$ cat config.mk
export PLATFORM = sky130hd
export DESIGN_NAME = prc_top
export DESIGN_NICKNAME = d
export VERILOG_FILES = /design/src/hw/prc_pkg.sv /design/src/hw/prc_sync2.sv /design/src/hw/prc_top.sv
export SDC_FILE = /design/constraint.sdc
export NUM_CORES = 1
export LEC_CHECK = 0
export BUFFER_PORTS_ARGS = -buffer_cell sky130_fd_sc_hd__clkbuf_2
export CELL_PAD_IN_SITES_DETAIL_PLACEMENT = 1
export CELL_PAD_IN_SITES_GLOBAL_PLACEMENT = 1
export CORE_ASPECT_RATIO = 1.1
export CORE_UTILIZATION = 40
export DETAILED_ROUTE_END_ITERATION = 10
export GPL_TIMING_DRIVEN = 1
export PLACE_DENSITY = 0.85
export RECOVER_POWER = 100
export SLEW_MARGIN = 20
export SYNTH_ARGS = -nofsm -noshare
export SYNTH_HDL_FRONTEND = slang
export SYNTH_SLANG_ARGS = --single-unit
$ cat constraint.sdc
create_clock -name sys_clk_i -period 1.7 [get_ports sys_clk_i]
set_input_delay 0.34 -clock sys_clk_i [delete_from_list [all_inputs] [get_ports sys_clk_i]]
set_output_delay 0.34 -clock sys_clk_i [all_outputs]
set_load 0.02 [all_outputs]
$ cat src/hw/prc_pkg.sv
package prc_pkg;

  localparam int unsigned NUM_PORTS     = 4;
  localparam int unsigned SRC_W         = 2;
  localparam int unsigned ADDR_W        = 5;
  localparam int unsigned STRAP_W       = 4;
  // Strap field position inside the station address
  localparam int unsigned ADDR_STRAP_LSB = 1;
  // Values after reset
  localparam logic [4:0]  ADDR_RST      = 5'h00;
  localparam logic        REF125_RST    = 1'b0;
  // Cycles the synchronised straps settle before capture (two flops + margin)
  localparam logic [2:0]  SETTLE_CYC    = 3'h4;
  localparam logic [2:0]  CNT_RST       = 3'h0;
  // Strap level that selects the 125 MHz reference
  localparam logic        REF_SEL_125   = 1'b1;

  typedef enum logic [2:0] {
    ST_RESET  = 3'h1,
    ST_SETTLE = 3'h2,
    ST_RUN    = 3'h4
  } prc_state_e;

  // Per-output recovered clock configuration
  typedef struct packed {
    logic             en;
    logic [SRC_W-1:0] src;
  } prc_rclk_cfg_s;

  // Captured strap values
  typedef struct packed {
    logic [STRAP_W-1:0] addr;
    logic               ref125;
  } prc_strap_s;

endpackage

$ cat src/hw/prc_sync2.sv
`timescale 1ns/1ps
module prc_sync2 #(
  parameter int unsigned W = 1
) (
  input  wire logic         sys_clk_i,
  input  wire logic         rst_n_i,
  input  wire logic [W-1:0] async_i,
  output logic      [W-1:0] sync_o
);

  logic [W-1:0] meta_q;
  logic [W-1:0] meta_d;
  logic [W-1:0] sync_q;
  logic [W-1:0] sync_d;

  // First stage feeds only the second stage
  always_comb begin
    meta_d = async_i;
    sync_d = meta_q;
  end

  always_ff @(posedge sys_clk_i or negedge rst_n_i) begin
    if (!rst_n_i) begin
      meta_q <= '0;
      sync_q <= '0;
    end else begin
      meta_q <= meta_d;
      sync_q <= sync_d;
    end
  end

  assign sync_o = sync_q;

endmodule

$ cat src/hw/prc_top.sv
`timescale 1ns/1ps
module prc_top (
  input  wire logic                           sys_clk_i,
  input  wire logic                           rst_n_i,
  input  wire logic [prc_pkg::STRAP_W-1:0]    station_addr_strap_i,
  input  wire logic                           ref_freq_select_i,
  input  wire logic [prc_pkg::NUM_PORTS-1:0]  media_clk_125_i,
  input  wire logic [prc_pkg::NUM_PORTS-1:0]  media_clk_25_i,
  input  wire logic [prc_pkg::NUM_PORTS-1:0]  media_gig_i,
  input  wire prc_pkg::prc_rclk_cfg_s         rclk_cfg_a_i,
  input  wire prc_pkg::prc_rclk_cfg_s         rclk_cfg_b_i,
  output logic                                powered_down_o,
  output logic                                straps_valid_o,
  output logic [prc_pkg::ADDR_W-1:0]          station_addr_o,
  output logic                                ref_125m_o,
  output logic                                recovered_clk_out_a_o,
  output logic                                recovered_clk_out_b_o
);

  import prc_pkg::*;

  // Release sequencer and captured straps
  prc_state_e state_q;
  prc_state_e state_d;
  logic [2:0] cnt_q;
  logic [2:0] cnt_d;
  prc_strap_s strap_raw;
  prc_strap_s strap_sync;
  prc_strap_s strap_q;
  prc_strap_s strap_d;
  logic       run_q;
  logic       run_d;
  // Registered recovered clock selection
  logic [1:0] en_q;
  logic [1:0] en_d;
  logic [1:0] gig_q;
  logic [1:0] gig_d;
  logic [SRC_W-1:0] src_a_q;
  logic [SRC_W-1:0] src_a_d;
  logic [SRC_W-1:0] src_b_q;
  logic [SRC_W-1:0] src_b_d;
  logic [1:0] rclk_sel;

  // Straps come from board pins, so they pass two flops first
  assign strap_raw = '{addr: station_addr_strap_i, ref125: ref_freq_select_i};

  prc_sync2 #(
    .W ($bits(prc_strap_s))
  ) u_strap_sync (
    .sys_clk_i (sys_clk_i),
    .rst_n_i   (rst_n_i),
    .async_i   (strap_raw),
    .sync_o    (strap_sync)
  );

  // Release sequence: wait for the synchronised straps, capture, then run
  always_comb begin
    state_d = state_q;
    cnt_d   = cnt_q;
    strap_d = strap_q;
    run_d   = run_q;
    case (state_q)
      ST_RESET: begin
        state_d = ST_SETTLE;
        cnt_d   = CNT_RST;
      end
      ST_SETTLE: begin
        cnt_d = cnt_q + 3'h1;
        if (cnt_q == SETTLE_CYC - 3'h1) begin
          strap_d = strap_sync;
          state_d = ST_RUN;
          run_d   = 1'b1;
        end
      end
      ST_RUN: begin
        // Straps frozen until the next reset; later pin moves are ignored
        strap_d = strap_q;
      end
      default: begin
        state_d = ST_RESET;
        run_d   = 1'b0;
      end
    endcase
  end

  // Everything returns to its default on reset
  always_ff @(posedge sys_clk_i or negedge rst_n_i) begin
    if (!rst_n_i) begin
      state_q <= ST_RESET;
      cnt_q   <= CNT_RST;
      strap_q <= '{addr: '0, ref125: REF125_RST};
      run_q   <= 1'b0;
    end else begin
      state_q <= state_d;
      cnt_q   <= cnt_d;
      strap_q <= strap_d;
      run_q   <= run_d;
    end
  end

  // Config is registered so the gate only changes on sys_clk edges
  always_comb begin
    en_d    = {rclk_cfg_b_i.en, rclk_cfg_a_i.en} & {2{run_q}};
    src_a_d = rclk_cfg_a_i.src;
    src_b_d = rclk_cfg_b_i.src;
    gig_d   = {media_gig_i[rclk_cfg_b_i.src], media_gig_i[rclk_cfg_a_i.src]};
  end

  always_ff @(posedge sys_clk_i or negedge rst_n_i) begin
    if (!rst_n_i) begin
      en_q    <= 2'h0;
      src_a_q <= '0;
      src_b_q <= '0;
      gig_q   <= 2'h0;
    end else begin
      en_q    <= en_d;
      src_a_q <= src_a_d;
      src_b_q <= src_b_d;
      gig_q   <= gig_d;
    end
  end

  // Rate follows the selected source: 125 MHz at gigabit, else 25 MHz.
  // Limitation: the gate is a plain AND, so an enable change may clip one
  // recovered clock pulse; downstream PLLs tolerate that.
  always_comb begin
    rclk_sel[0] = gig_q[0] ? media_clk_125_i[src_a_q]
                           : media_clk_25_i[src_a_q];
    rclk_sel[1] = gig_q[1] ? media_clk_125_i[src_b_q]
                           : media_clk_25_i[src_b_q];
  end

  assign recovered_clk_out_a_o = rclk_sel[0] & en_q[0];
  assign recovered_clk_out_b_o = rclk_sel[1] & en_q[1];

  // Station address bits 4:1 from straps, bit 0 is zero (per-port offset)
  assign station_addr_o = {strap_q.addr, 1'b0};
  assign ref_125m_o     = strap_q.ref125;
  // Power-down follows run, so it stays high through the whole settle
  assign powered_down_o = ~run_q;
  assign straps_valid_o = run_q;
endmodule

# Yosys cells after proc, flatten, opt, wreduce, memory -nomap -nowiden
# Cells that the tools add are included.
# Widths: inputs -> output; s select.
[classes]
bitwise_logic = 6
mux = 19
add_sub_neg = 1
eq_ne = 5
n_reduce_logical = 5
n_lt_le_gt_ge = 4
[op_table]
columns = ["cell", "count"]
rows = [
  ["$bmux 1 s2", 6],
  ["$lt 2x3->1 const B", 4],
  ["$mux 1", 9],
  ["$pmux 3 s3", 1],
  ["$eq 3x2->1 const B", 2],
  ["$pmux 3 s2", 1],
  ["$reduce_and 2->1", 3],
  ["$add 3x1->3 const B", 1],
  ["$eq 3x1->1 const B", 1],
  ["$eq 3x3->1 const B", 1],
  ["$mux 3", 1],
  ["$not 1->1", 3],
  ["$and 1x1->1", 2],
  ["$and 2x2->2", 1],
  ["$ne 2x2->1 const B", 1],
  ["$pmux 1 s2", 1],
  ["$reduce_bool 2->1", 1],
  ["$reduce_or 2->1", 1],
]
[word_totals]
register_bits = 30
output_inout_bits = 10
inputBits = 25
wordCells = 51

# Depth between registers and ports, before layout
# Gate-level depths: netlist of run 1.
[logic_depth]
word_depth = 4
ltp_mapped = 5
ltp_nobuf = 5

# By module
# Synthesis of run 1 repeated with hierarchy kept, for this count alone.
[hier_totals]
cells_unflattened = 87
area_unflattened_um2 = 1233.7
[by_module_without_submodules]
columns = ["module", "area_each_um2", "n_inst", "seq_area_each_um2", "cells_per_inst"]
rows = [
  ["prc_top", 983.4, 1, 501.7, 77],
  ["prc_sync2", 250.2, 1, 250.2, 10],
]

# Worst setup path after synthesis of run 1
# OpenSTA, ideal clock, no wires.
[synth_path]
kind = "reg2out"
startpoint = "reg src_a_q[1]"
endpoint = "out recovered_clk_out_a_o"
arrival_time_ns = 1.297
path_buffers = 0
path_slack_ns = 0.063
required_time_ns = 1.360
stages_incl_launch_ff = 4
path_cell_list = "dfrtp_1 > mux4_1 > nor2_1 > a311oi_1"
[synth_between]
elab_chain_len = 4
word_cells_on_any_way = 6
classes_between = "mux (5); bitwise (1)"
[synth_rtl]
columns = ["item", "line_no", "text"]
rows = [
  ["start: declaration", "prc_top.sv:38", "logic [SRC_W-1:0] src_a_q;"],
  ["start signal: assignment", "prc_top.sv:117", "src_a_q <= src_a_d;"],
  ["$bmux 1 s2, on equally long branches", "prc_top.sv:128, prc_top.sv:127", ""],
  ["$mux 1, on equally long branches", "prc_top.sv:128, prc_top.sv:127", ""],
  ["$mux 1 (*)", "prc_top.sv:127", "rclk_sel[0] = gig_q[0] ? media_clk_125_i[src_a_q]"],
  ["$and 1x1->1 (*)", "prc_top.sv:133", "assign recovered_clk_out_a_o = rclk_sel[0] & en_q[0];"],
  ["end: declaration", "prc_top.sv:16", "output logic recovered_clk_out_a_o,"],
]
# Every way passes the cells marked *; elsewhere a longest branch is shown, timed or not. The select of a mux whose other input is x is not followed.

# Final worst setup path of run 1
[layout_path]
startpoint = "reg src_b_q[1]"
endpoint = "out recovered_clk_out_b_o"
[layout_between]
elab_chain_len = 4
word_cells_on_any_way = 6
classes_between = "mux (5); bitwise (1)"
[layout_rtl]
columns = ["item", "line_no", "text"]
rows = [
  ["start: declaration", "prc_top.sv:40", "logic [SRC_W-1:0] src_b_q;"],
  ["start signal: assignment", "prc_top.sv:118", "src_b_q <= src_b_d;"],
  ["$bmux 1 s2, on equally long branches", "prc_top.sv:130, prc_top.sv:129", ""],
  ["$mux 1, on equally long branches", "prc_top.sv:130, prc_top.sv:129", ""],
  ["$mux 1 (*)", "prc_top.sv:129", "rclk_sel[1] = gig_q[1] ? media_clk_125_i[src_b_q]"],
  ["$and 1x1->1 (*)", "prc_top.sv:134", "assign recovered_clk_out_b_o = rclk_sel[1] & en_q[1];"],
  ["end: declaration", "prc_top.sv:17", "output logic recovered_clk_out_b_o"],
]
# Marks and branches as above.

==> results.md, run 1 <==
Status:
- The run finished, with violations left.
- The final reports fail on max-capacitance violations, max-slew violations, negative setup slack.

Floorplan:
- The initial utilization of the core area, before any placement, comes to a little over two fifths.
- The die width is 55.6 um.
- For this design the top-level I/O count stands at 35.
- The die outline height is between 60 and 70 um.
- The floorplan has 21 rows.
- The area of the core is 3020 um^2.
- The die covers 3390 um^2.

Synthesis:
- The number of different library cells used by synthesis comes to 28.
- The simple-gate share of the synthesized area is under 10%.
- After synthesis the netlist holds a flip-flop and latch count of 30.
- The Yosys step of the flow raised 0 warnings.
- The synthesized netlist devotes 8.31% of its cell area to compound gates.
- The gate count of the mapped netlist is between 80 and 90.
- After Yosys synthesis, full adders, half adders and majority gates account for about 2.0% of the synthesized area.
- Summing every instance area after synthesis gives about 1300 um^2.
- Sequential elements use about three fifths of the synthesized area.
- After Yosys synthesis, XOR and XNOR cells account for 0.692% of the synthesized area.
- The mean cell area of the mapped netlist is around 14 um^2.
- The combinational family with the most area after synthesis is multiplexers.
- The number of nets handed over by synthesis was 115.
- The mux contribution to synthesized area is between 10% and 20%.

Layout:
- The fraction of the core area covered by cells at the end of the flow is 51.1%.
- In the final layout, the share of cells above drive strength 1 is between 40% and 50%.
- Leaving out fill and tap cells, the most frequent cells in the layout are 29 x dfrtp_1, 19 x clkbuf_2, 12 x clkbuf_1.
- The commonest non-fill, non-tap cell in the layout is dfrtp_1.
- The area of all placed cells without fillers is ~1500 um^2.
- The final net count is 157.
- Relative to the synthesized area, the layout overhead comes to 22.1%.
- The antenna cell count is 0.

Critical path:
- The worst setup path is captured at an output pin.
- Data arrives at the worst endpoint at ~1.5 ns.
- Along the worst path, the maximum fanout reaches 2.
- The launch point of the worst reg-to-reg path is cnt_q[0]$_DFFE_PN0P_.
- The worst setup path startpoint is src_b_q[1]$_DFF_PN0_.
- The endpoint of the worst register-to-register path is station_addr_o[3]$_DFFE_PN0P_.
- The type of element launching the critical path is a flop.
- The number of cells traversed by the worst register-to-register path is 5.
- The slack of the worst reg-to-reg path is approximately 0.090 ns.
- At the worst endpoint, the required time is 1.36 ns.
- The most critical setup path has its endpoint at recovered_clk_out_b_o.
- The critical path class is flop to output pin.

STA:
- The post-route worst hold slack is 0.136 ns.
- The final count of hold timing violations came to 0.
- The final critical path takes up 110% of the cycle.
- The final-report max-slew violation count is 31.
- Setup slack on the critical path of the routed design comes to -0.166 ns.
- Setup repair after global routing could not meet its margin everywhere.
- The worst clock skew on the final layout is 0.0114 ns.
- Setup violations remaining at the end of the flow were counted as 2.
- Based on the critical path, the design can be clocked at up to around 540 MHz.
- Measured against its own limit, the worst slew margin works out to -3.83%.
- Adding up every negative setup slack in the final design gives -0.288 ns.
- The worst-margin pin slew is ~1.6 ns.
- The routed design could run at a clock period as short as 1.87 ns.

Drt:
- The first-pass iteration count of the detailed router is 3.
- Once detail routing completed, the nets flagged for antenna violations numbered 0.
- After detailed routing, the number of vias per cell comes to 5.20.
- The violation count after the first detailed-route iteration is 28.
- After detailed routing, the number of remaining DRC violations is 0.
- Wires add up to 2480 um.
- The routed length per placed instance is around 15 um.
- Across all layers, the routed design uses around 850 vias.

CTS:
- The number of H-tree levels is 2.
- The number of buffers on the longest clock path is 2.
- Hold repair after CTS inserted 0 buffers.
- The clock root buffer is clkbuf_4.
- The TritonCTS clock tree is yes.
- Clock-pin slew was measured on the worst setup and hold paths at roughly 0.080 ns.
- For the worst-skew pair, the clock arrives at the later sink with an insertion delay of around 0.31 ns.
- The tree built by TritonCTS fans out to 30 sinks.
- The number of clock buffers added by TritonCTS is 5.

Power:
- In this run the power density over the cells is between 800 and 900 nW/um^2.
- The worst vdd rail ir drop is roughly 0.56 mV.
- In this run the static leakage power is between 0.7 and 0.8 nW.

GRT:
- The number of global-route vias before repair is 900.
- The number of antenna violations at the first check in global routing is 0.
- The global-route wire length before repair is 4050 um.
- The maximum number of pins on one net before global-route repair is 31.
- Global routing consumed, over all layers together, between 15 and 20% of the routing resources.
- After global routing the overflow that remains totals 0.

Place:
- The worst setup timing slack at the placement stage is just over 0.1 ns.
- The placed instances occupy a cell area of about 1400 um^2.
- Summed over all nets, the half-perimeter wirelength after detailed placement is roughly 1800 um.
- The congestion estimate from routability-driven global placement came to roughly 0.87.
- During placement, the flow inserted port buffers numbering 33.

Min path:
- The min-delay analysis places its worst path in the category input pin to flop.
- Along the worst hold path, the cell count comes to 1.

Run:
- The tool flagged a number of max-cap violations equal to 1.
[metrics by stage]
step	total power, W	std cells
floorplan	0.000830	88
global placement	0.000888	152
detailed placement	0.000896	152
CTS	0.00131	162
global route	0.00136	163
finish	0.00130	163
[cell families (layout without fill, tap and decap cells)]
family / count (synthesis) / count (layout)
adders and majority gates: 2 / 2
AOI/OAI and AO/OA: 15 / 15
muxes: 15 / 15
buffers and inverters: 10 / 51
and+or+nand+nor: 14 / 14
DFF: 30 / 30
xor gates and xnor gates: 1 / 1
other: 1 / 1
[cell type report]
class / instances / area [um^2]
repair buffers: 39 / 200
flip-flops and latches: 30 / 752
multi-input cells: 48 / 475
clock buffers: 6 / 51.3
inverters: 6 / 22.5
well taps: 34 / 42.5
fillers: 322 / 1480
[cell usage after synthesis]
library cell | number | area (um^2)
conb_1 | 1 | 3.75
o32ai_1 | 1 | 8.76
nand2_4 | 1 | 11.3
inv_1 | 5 | 18.8
mux2_2 | 8 | 90.1
mux4_2 | 2 | 45.0
o31ai_1 | 2 | 15.0
dfstp_2 | 1 | 26.3
nor3_4 | 1 | 16.3
inv_2 | 1 | 3.75
a2bb2oi_1 | 3 | 26.3
nor2_1 | 2 | 7.51
a21o_1 | 1 | 7.51
buf_4 | 2 | 15.0
dfrtp_1 | 29 | 726
nor2b_1 | 1 | 6.26
ha_1 | 2 | 25.0
a21oi_1 | 1 | 5.00
mux2i_1 | 3 | 30.0
nand2b_4 | 1 | 13.8
mux4_1 | 2 | 52.6
xor2_1 | 1 | 8.76
and2_1 | 2 | 12.5
nand2_1 | 5 | 18.8
or3_1 | 1 | 6.26
buf_6 | 2 | 22.5
a311oi_1 | 2 | 17.5
o21ai_0 | 5 | 25.0
[worst min-delay path by stage]
stage                                                start  slack, ns                          endpoint
after global placement    u_strap_sync.meta_q[0]$_DFF_PN0_       0.33  u_strap_sync.sync_o[0]$_DFF_PN0_
after floorplan                                    rst_n_i       0.04              cnt_q[0]$_DFFE_PN0P_
final                              station_addr_strap_i[0]       0.14  u_strap_sync.meta_q[1]$_DFF_PN0_
after detailed placement  u_strap_sync.meta_q[2]$_DFF_PN0_       0.34  u_strap_sync.sync_o[2]$_DFF_PN0_
after CTS                                          rst_n_i       0.08              cnt_q[2]$_DFFE_PN0P_
after global routing               station_addr_strap_i[3]       0.12  u_strap_sync.meta_q[4]$_DFF_PN0_
[worst max-delay path, cell delays in order, from the launching register on]
cell and delay [ns]:
dfrtp_1 0.39, mux4_2 0.52, nor2_2 0.10, a311oi_2 0.04, buf_4 0.17
[report_power, final]
group | internal, W | switching, W
combinational | 0.0000769 | 0.0000692
clock | 0.000186 | 0.000204
sequential | 0.000743 | 0.0000189
[routing by layer]
metal  vias up  GRT usage (%)  part of all wire [%]
met4         0           10.0                   2.3
met5         -              0                     0
met3         7           3.84                   5.6
met1       423           17.4                    38
met2        28           29.4                    54
li1        390              -                     -
[flip-flops by register name, indices dropped and copies added, names as in the netlist]
name	flops
cnt_q	3
en_q	2
gig_q	2
ref_125m_o	1
src_a_q	2
src_b_q	2
state_q	3
station_addr_o	4
straps_valid_o	1
u_strap_sync.meta_q	5
u_strap_sync.sync_o	5
[timing repair]
| action | CTS | global route |
|---|---|---|
| setup endpoints to repair | 2 | 2 |
| cloned | 0 | 0 |
| gates resized for setup | 8 | 6 |
| buffers inserted | 4 | 1 |
No activity file was read; power rests on OpenSTA's default activity.
==> run 2, diff against run 1 <==
--- a/config.mk
+++ b/config.mk
@@ -9,10 +9,10 @@
 export CELL_PAD_IN_SITES_DETAIL_PLACEMENT = 1
 export CELL_PAD_IN_SITES_GLOBAL_PLACEMENT = 1
 export CORE_ASPECT_RATIO = 1.1
-export CORE_UTILIZATION = 40
+export CORE_UTILIZATION = 35
 export DETAILED_ROUTE_END_ITERATION = 10
 export GPL_TIMING_DRIVEN = 1
-export PLACE_DENSITY = 0.85
+export PLACE_DENSITY = 0.77
 export RECOVER_POWER = 100
 export SLEW_MARGIN = 20
 export SYNTH_ARGS = -nofsm -noshare
==> run 2 against run 1 <==
- the run still ends with max-capacitance violations, max-slew violations, negative setup slack left
- utilization decreased by 4.6 points
- die area is 14% higher
- total power rose by 14%
- final area increased by 1.9%
- worst hold slack got worse by 0.029 ns
- register-to-register slack improved by 0.02 ns
- critical path depth stayed put
- via count is 0.59% higher
- clock skew down 0.0090 ns
- clock power up 48%
==> results.md, run 2 (synthesis gave the netlist of run 1 again) <==
GRT:
- The number of antenna violations at the first check in global routing is 0 (unchanged).
- The global-route total usage across every layer was 15.1% (-1.0 points).
- The global-route wire length before repair is 4030 um (-0.52%).
- The total congestion overflow is 0 (unchanged).
- The number of global-route vias before repair was 891 (-1.0%).
- The maximum number of pins on one net before global-route repair is 31 (unchanged).

Place:
- The total placed cells including tap cells is 166 (+9.2%).
- The placer congestion estimate came to 0.682 (-22%).
- The number of port buffers came to 33 (unchanged).

Floorplan:
- The number of I/O pins is 35 (unchanged).
- The die area is 3860 um^2 (+14%).
- The area of the core is 3390 um^2 (+12%).
- The initial core utilization came to 37.4% (-4.5 points).
- The die width came to 59.3 um (+6.7%).
- The site row count is 22 (+4.8%).
- The die outline height is 65.1 um (+6.7%).

Run:
- The number of maximum-capacitance constraint violations is 1 (unchanged).

STA:
- The setup slack of the critical path after layout is -0.207 ns (-0.0405 ns).
- The total setup violations reported at the end of the flow is 2 (unchanged).
- The shortest clock period the worst path allows after layout is 1.91 ns (+0.0405 ns).
- The achievable clock frequency is 524 MHz (-2.1%).
- The portion of the clock cycle consumed by the worst path in the final layout came to 112% (+2.4 points).
- Setup repair after global routing could not meet its margin everywhere.
- The remaining max-slew budget at the tightest pin is -2.66% (+1.2 points).
- The final-report max-slew violation count is 31 (unchanged).
- The post-route worst hold slack was 0.106 ns (-0.0295 ns).
- The final count of hold timing violations is 0 (unchanged).
- The worst clock skew on the final layout is 0.00244 ns (-0.00896 ns).
- The worst-margin pin slew is 1.54 ns (-0.0175 ns).

Critical path:
- The slack of the worst reg-to-reg path came to 0.11 ns (+0.02 ns).
- The highest fanout seen on the critical path is 2 (unchanged).
- The number of cells traversed by the worst register-to-register path came to 5 (unchanged).
- The required time at the worst-slack endpoint is 1.36 ns (about the same).
- The critical path class is flop to output pin.
- The last element of the critical path is recovered_clk_out_b_o.
- The launch point of the worst reg-to-reg path is cnt_q[0]$_DFFE_PN0P_.
- The worst setup path is launched from a flop.
- The worst setup path is captured at an output pin.
- The endpoint of the worst register-to-register path is ref_125m_o$_DFFE_PN0P_.
- The arrival time at the worst endpoint came to 1.57 ns (+0.04 ns).
- The worst setup path startpoint is src_b_q[1]$_DFF_PN0_.

Layout:
- Leaving out fill and tap cells, the most frequent cell in the layout is dfrtp_1.
- In the layout the commonest cells are 29 x dfrtp_1, 19 x clkbuf_2, 12 x clkbuf_1.
- The fraction of the core area covered by cells at the end of the flow was 46.5% (-4.6 points).
- The area overhead of the layout relative to synthesis is 24.3%.
- The ratio of cells with drive above 1 in the final layout was 41.1% (unchanged).
- The antenna cell count is 0 (unchanged).
- The final net count is 156 (-0.64%).
- The final standard cell count with taps included and fillers excluded is 177 (+8.6%).

Power:
- The fraction of power consumed by combinational cells came to 9.4% (-1.9 points).
- The switching share of power is 21.7% (-0.76 points).
- The net switching power figure is 0.000321 W (+10%).
- The internal power was 0.00116 W (+15%).
- The leakage dissipation came to 0.753 nW (+2.7%).
- The total power per unit cell area is 940 nW/um^2 (+12%).
- The worst vdd rail ir drop came to 0.694 mV (+23%).
- The clock power share is 39.1% (+9.1 points).
- The fraction of power consumed by sequential logic came to 51.5% (-7.2 points).

Drt:
- The violation count after the first detailed-route iteration is 8 (-71%).
- The routed length per placed instance is 14.5 um (-4.5%).
- The ratio of routed vias to standard cells is 4.82 (-7.4%).
- The first-pass iteration count of the detailed router is 4 (+1).
- The antenna violation net count after detailed routing is 0 (unchanged).
- The overall via count from detail_route is 853 (+0.59%).
- The final routed wirelength across all metal layers is 2570 um (+3.7%).
- The number of remaining DRC errors is 0 (unchanged).

Min path:
- The class of the tightest hold or removal check is input pin to flop.

CTS:
- The clock-pin slew on the worst setup and hold paths was 0.09 ns (about the same).
- The total of hold buffers inserted after clock tree synthesis is 0 (unchanged).
- The number of buffers created by CTS is 5 (unchanged).
- The clock root buffer is clkbuf_4.
- The number of H-tree levels is 2 (unchanged).
- The number of clock sinks is 30 (unchanged).
- The number of buffers on the longest clock path is 2 (unchanged).
- The insertion delay to the later sink of the worst-skew pair came to 0.33 ns (+0.02 ns).
- TritonCTS built the clock tree.

Status:
- The run finished, with violations left.
- The checks that failed: max-capacitance violations, max-slew violations, negative setup slack.
## run 2: cell types whose count changed in the layout (fill, tap and decap cells not counted)
cell / previous run / this run
o31ai_4: 1 / 0
bufinv_16: 0 / 1
nand2_1: 6 / 5
a311oi_2: 1 / 0
a311oi_1: 1 / 2
buf_4: 8 / 7
nand2_4: 0 / 1
mux2_4: 2 / 1
o31ai_2: 1 / 2
mux2_2: 6 / 7
## run 2: area by class of cell
class,count,area (um^2)
Fill cell,378,1810
Clock buffer,6,51.3
Inverter,6,22.5
Multi-Input combinational cell,48,464
Tap cell,48,60.1
Timing Repair Buffer,38,193
Sequential cell,30,752
Clock inverter,1,30.0
## run 2: repair_timing
action	4_1_cts	5_1_grt
buffers inserted	3	1
setup endpoints to repair	2	2
resized for setup	5	6
pin swaps	1	1
## run 2: worst min path at each step
stage                                                start                                to  slack (ns)  cells past startpoint
after floorplan                                    rst_n_i              cnt_q[0]$_DFFE_PN0P_        0.04                      0
after detailed placement  u_strap_sync.meta_q[4]$_DFF_PN0_  u_strap_sync.sync_o[4]$_DFF_PN0_        0.34                      0
after CTS                                          rst_n_i  u_strap_sync.meta_q[1]$_DFF_PN0_        0.06                      1
final                              station_addr_strap_i[2]  u_strap_sync.meta_q[3]$_DFF_PN0_        0.11                      1
after global placement    u_strap_sync.meta_q[0]$_DFF_PN0_  u_strap_sync.sync_o[0]$_DFF_PN0_        0.33                      0
after global routing               station_addr_strap_i[0]  u_strap_sync.meta_q[1]$_DFF_PN0_        0.09                      1
## run 2: stage by stage
step                setup TNS (ns)  setup slack [ns]  instance area [um^2]  power (W)
floorplan                        0            0.0633                  1260   0.000830
global placement                 0             0.140                  1460   0.000888
global route                -0.507            -0.272                  1570    0.00154
CTS                         -0.413            -0.208                  1570    0.00150
detailed placement               0            0.0991                  1460   0.000897
finish                      -0.376            -0.207                  1570    0.00148
## run 2: per-layer routing
metal / part of all wire, % / wire [um] / GRT usage (%) / vias up
met1: 36 / 928 / 13.9 / 428
met4: 2.3 / 60 / 10.7 / 0
met3: 5.6 / 144 / 4.79 / 8
met2: 56 / 1440 / 27.1 / 26
li1: - / - / - / 391
met5: 0 / 0 / 0 / -
## run 2: critical path: stages, from the launching register on
cell and delay, ns:
dfrtp_1 0.40, mux4_2 0.34, nor2_2 0.04, a311oi_1 0.26, buf_4 0.20
## run 2: power by group through the flow
stage	combinational [W]	clock, W	sequential, W
after floorplan	0.0000524	0	0.000777
after global placement	0.000116	0	0.000772
after detailed placement	0.000122	0	0.000775
after CTS	0.000134	0.000601	0.000761
after global routing	0.000151	0.000627	0.000764
final	0.000139	0.000578	0.000761
==> run 3, diff against run 2 <==
--- a/config.mk
+++ b/config.mk
@@ -12,9 +12,9 @@
 export CORE_UTILIZATION = 35
 export DETAILED_ROUTE_END_ITERATION = 10
 export GPL_TIMING_DRIVEN = 1
-export PLACE_DENSITY = 0.77
+export PLACE_DENSITY_LB_ADDON = 0.1
 export RECOVER_POWER = 100
-export SLEW_MARGIN = 20
 export SYNTH_ARGS = -nofsm -noshare
 export SYNTH_HDL_FRONTEND = slang
 export SYNTH_SLANG_ARGS = --single-unit
+export TNS_END_PERCENT = 30
==> run 3 against run 2 <==
- utilization down 0.59 points
- worst hold slack better by 0.0066 ns
- first-iteration DRC count unchanged
- sequential share of layout area up 0.62 points
- the run ends with negative setup slack left
- clock skew up 0.0061 ns
- flip-flop and latch count unchanged
- sequential power about the same
- clock power down 5.7%
- register-to-register slack about the same
- die area unchanged
==> results.md, run 3 (synthesis gave the netlist of run 1 again) <==
Status:
- The flow ran to the end, but the final reports show violations.
- The final reports fail on negative setup slack.

Critical path:
- The delay of the slowest cell on the worst path came to 0.42 ns (+0.02 ns).
- The required time at the worst-slack endpoint was 1.36 ns (about the same).
- The launch point of the worst reg-to-reg path is cnt_q[0]$_DFFE_PN0P_.
- The number of cells traversed by the worst register-to-register path came to 5 (unchanged).
- The arrival time at the worst endpoint is 1.56 ns (about the same).
- The worst setup path is of the flop to output pin kind.
- The signal on the critical path passes through mux2_2 -> o31ai_1 -> a311oi_1 -> buf_4.
- The slack of the worst reg-to-reg path is 0.12 ns (about the same).
- Among all stages on the critical path, the largest delay is contributed by dfrtp_1.
- The endpoint of the worst register-to-register path is ref_125m_o$_DFFE_PN0P_.
- The highest fanout seen on the critical path is 3 (+1).
- STA classifies the critical path startpoint as a flop.
- The element type at the critical path end is an output pin.

Drt:
- The antenna violation net count after detailed routing is 0 (unchanged).
- The violation count after the first detailed-route iteration is 8 (unchanged).
- The overall via count from detail_route is 841 (-1.4%).
- The number of remaining DRC errors is 0 (unchanged).
- The ratio of routed vias to standard cells is 4.72 (-2.0%).
- The first-pass iteration count of the detailed router is 2 (-2).
- The routed length per placed instance is 14.1 um (-2.9%).
- The final routed wirelength across all metal layers was 2510 um (-2.4%).

CTS:
- The number of buffers created by CTS is 5 (unchanged).
- The clock-pin slew on the worst setup and hold paths is 0.10 ns (about the same).
- The number of clock sinks is 30 (unchanged).
- The clock root buffer is clkbuf_4.
- The TritonCTS clock tree is yes.
- The number of H-tree levels is 2 (unchanged).
- The insertion delay to the later sink of the worst-skew pair is 0.32 ns (about the same).
- The total of hold buffers inserted after clock tree synthesis was 0 (unchanged).
- The number of buffers on the longest clock path is 2 (unchanged).

STA:
- Setup repair after global routing could not meet its margin everywhere.
- The portion of the clock cycle consumed by the worst path in the final layout is 112% (-0.38 points).
- The final-report max-slew violation count is 0 (-100%).
- The final setup TNS came to -0.351 ns (+0.0244 ns).
- The total setup violations reported at the end of the flow came to 2 (unchanged).
- The final count of hold timing violations came to 0 (unchanged).
- The shortest clock period the worst path allows after layout was 1.90 ns (-0.00644 ns).
- The post-route worst hold slack is 0.113 ns (+0.00658 ns).
- The remaining max-slew budget at the tightest pin was 51.7% (+54 points).
- The worst clock skew on the final layout came to 0.00857 ns (+0.00614 ns).
- The achievable clock frequency is 526 MHz (+0.34%).
- The worst-margin pin slew is 0.725 ns (-0.815 ns).
- The setup slack of the critical path after layout came to -0.200 ns (+0.00644 ns).

Floorplan:
- The die area was 3860 um^2 (unchanged).
- The site row count came to 22 (unchanged).
- The die width was 59.3 um (unchanged).
- The die outline height was 65.1 um (unchanged).
- The area of the core is 3390 um^2 (unchanged).
- The number of I/O pins is 35 (unchanged).
- The initial core utilization is 37.4% (unchanged).

Power:
- The worst vdd rail ir drop is 0.525 mV (-24%).
- The total power per unit cell area is 926 nW/um^2 (-1.5%).
- The leakage dissipation was 0.737 nW (-2.1%).

Min path:
- The worst hold path begins at station_addr_strap_i[0].
- The class of the tightest hold or removal check is input pin to flop.
- The hold path endpoint is u_strap_sync.meta_q[1]$_DFF_PN0_.
- The count of cells along the worst hold path came to 1 (unchanged).

GRT:
- The number of antenna violations at the first check in global routing came to 0 (unchanged).
- The maximum number of pins on one net before global-route repair is 31 (unchanged).
- The number of global-route vias before repair is 956 (+7.3%).
- The global-route total usage across every layer came to 16.7% (+1.6 points).
- The total congestion overflow was 0 (unchanged).
- The global-route wire length before repair is 4500 um (+12%).

Layout:
- The top cell types in the final layout, fill and taps aside, are 29 x dfrtp_1, 21 x clkbuf_2, 11 x clkbuf_1.
- The area overhead of the layout relative to synthesis is 22.7%.
- The final standard cell count with taps included and fillers excluded came to 178 (+0.56%).
- The storage element area was 752 um^2 (unchanged).
- The fraction of the core area covered by cells at the end of the flow is 45.9% (-0.59 points).
- Leaving out fill and tap cells, the most frequent cell in the layout is dfrtp_1.
- The antenna cell count came to 0 (unchanged).
- The final net count is 156 (unchanged).
- The area of all placed cells without fillers is 1550 um^2 (-1.3%).
- The count of filler cells inserted in the layout is 389 (+2.9%).
- The ratio of cells with drive above 1 in the final layout is 40.0% (-1.1 points).
- The multi-input logic area is 449 um^2 (-3.2%).

Place:
- The number of port buffers is 33 (unchanged).
- The placer congestion estimate is 0.762 (+12%).
- The placed wire-length estimate after detailed placement is roughly 1900 um.
- The area after detailed placement is 1480 um^2 (+1.0%).
- The total placed cells including tap cells is 168 (+1.2%).

Run:
- The number of maximum-capacitance constraint violations was 0 (-1).
-- run 3: routing by layer --
layer  track usage [%]  routed length (um)
met5                 0                   0
met4              8.93                  78
met3              6.59                 161
met2              28.9                1320
met1              16.8                 945
-- run 3: how the worst max path moves through the flow --
stage	startpoint	to	slack, ns
global route	src_a_q[1]$_DFF_PN0_	recovered_clk_out_a_o	-0.28
floorplan	src_a_q[1]$_DFF_PN0_	recovered_clk_out_a_o	0.06
CTS	gig_q[0]$_DFF_PN0_	recovered_clk_out_a_o	-0.24
finish	gig_q[0]$_DFF_PN0_	recovered_clk_out_a_o	-0.20
global placement	cnt_q[0]$_DFFE_PN0P_	station_addr_o[3]$_DFFE_PN0P_	0.12
detailed placement	media_clk_25_i[3]	recovered_clk_out_b_o	0.09
-- run 3: worst max-delay path, delay by kind of cell (launching register included) --
| family | cells | cell delay [ns] |
|---|---|---|
| DFF | 1 | 0.42 |
| muxes | 1 | 0.36 |
| buffers and inverters | 1 | 0.17 |
| AOI/OAI and AO/OA | 2 | 0.29 |
-- run 3: layout make-up --
cell class	count	share of cell area, %
Multi-Input combinational cell	48	28.9
Clock buffer	5	2.42
Tap cell	48	3.87
Clock inverter	3	2.58
Inverter	6	1.45
Sequential cell	30	48.4
Timing Repair Buffer	38	12.3
-- run 3: report_power, final --
group          switching, W  internal [W]  leakage [nW]
Sequential        0.0000174      0.000743         0.347
Clock              0.000241      0.000304        0.0450
Combinational     0.0000640     0.0000678         0.345
-- run 3: metrics by stage --
| stage | setup slack, ns | total power [W] |
|---|---|---|
| finish | -0.200 | 0.00144 |
| CTS | -0.236 | 0.00148 |
| floorplan | 0.0633 | 0.000830 |
| global placement | 0.125 | 0.000891 |
| global route | -0.277 | 0.00152 |
| detailed placement | 0.0921 | 0.000899 |
-- run 3: repair_timing --
action	CTS	global route
gates cloned	0	0
gates resized for setup	5	4
hold endpoints to repair	0	0
setup endpoints to repair	2	2
pin swaps	0	0
setup buffers	2	0
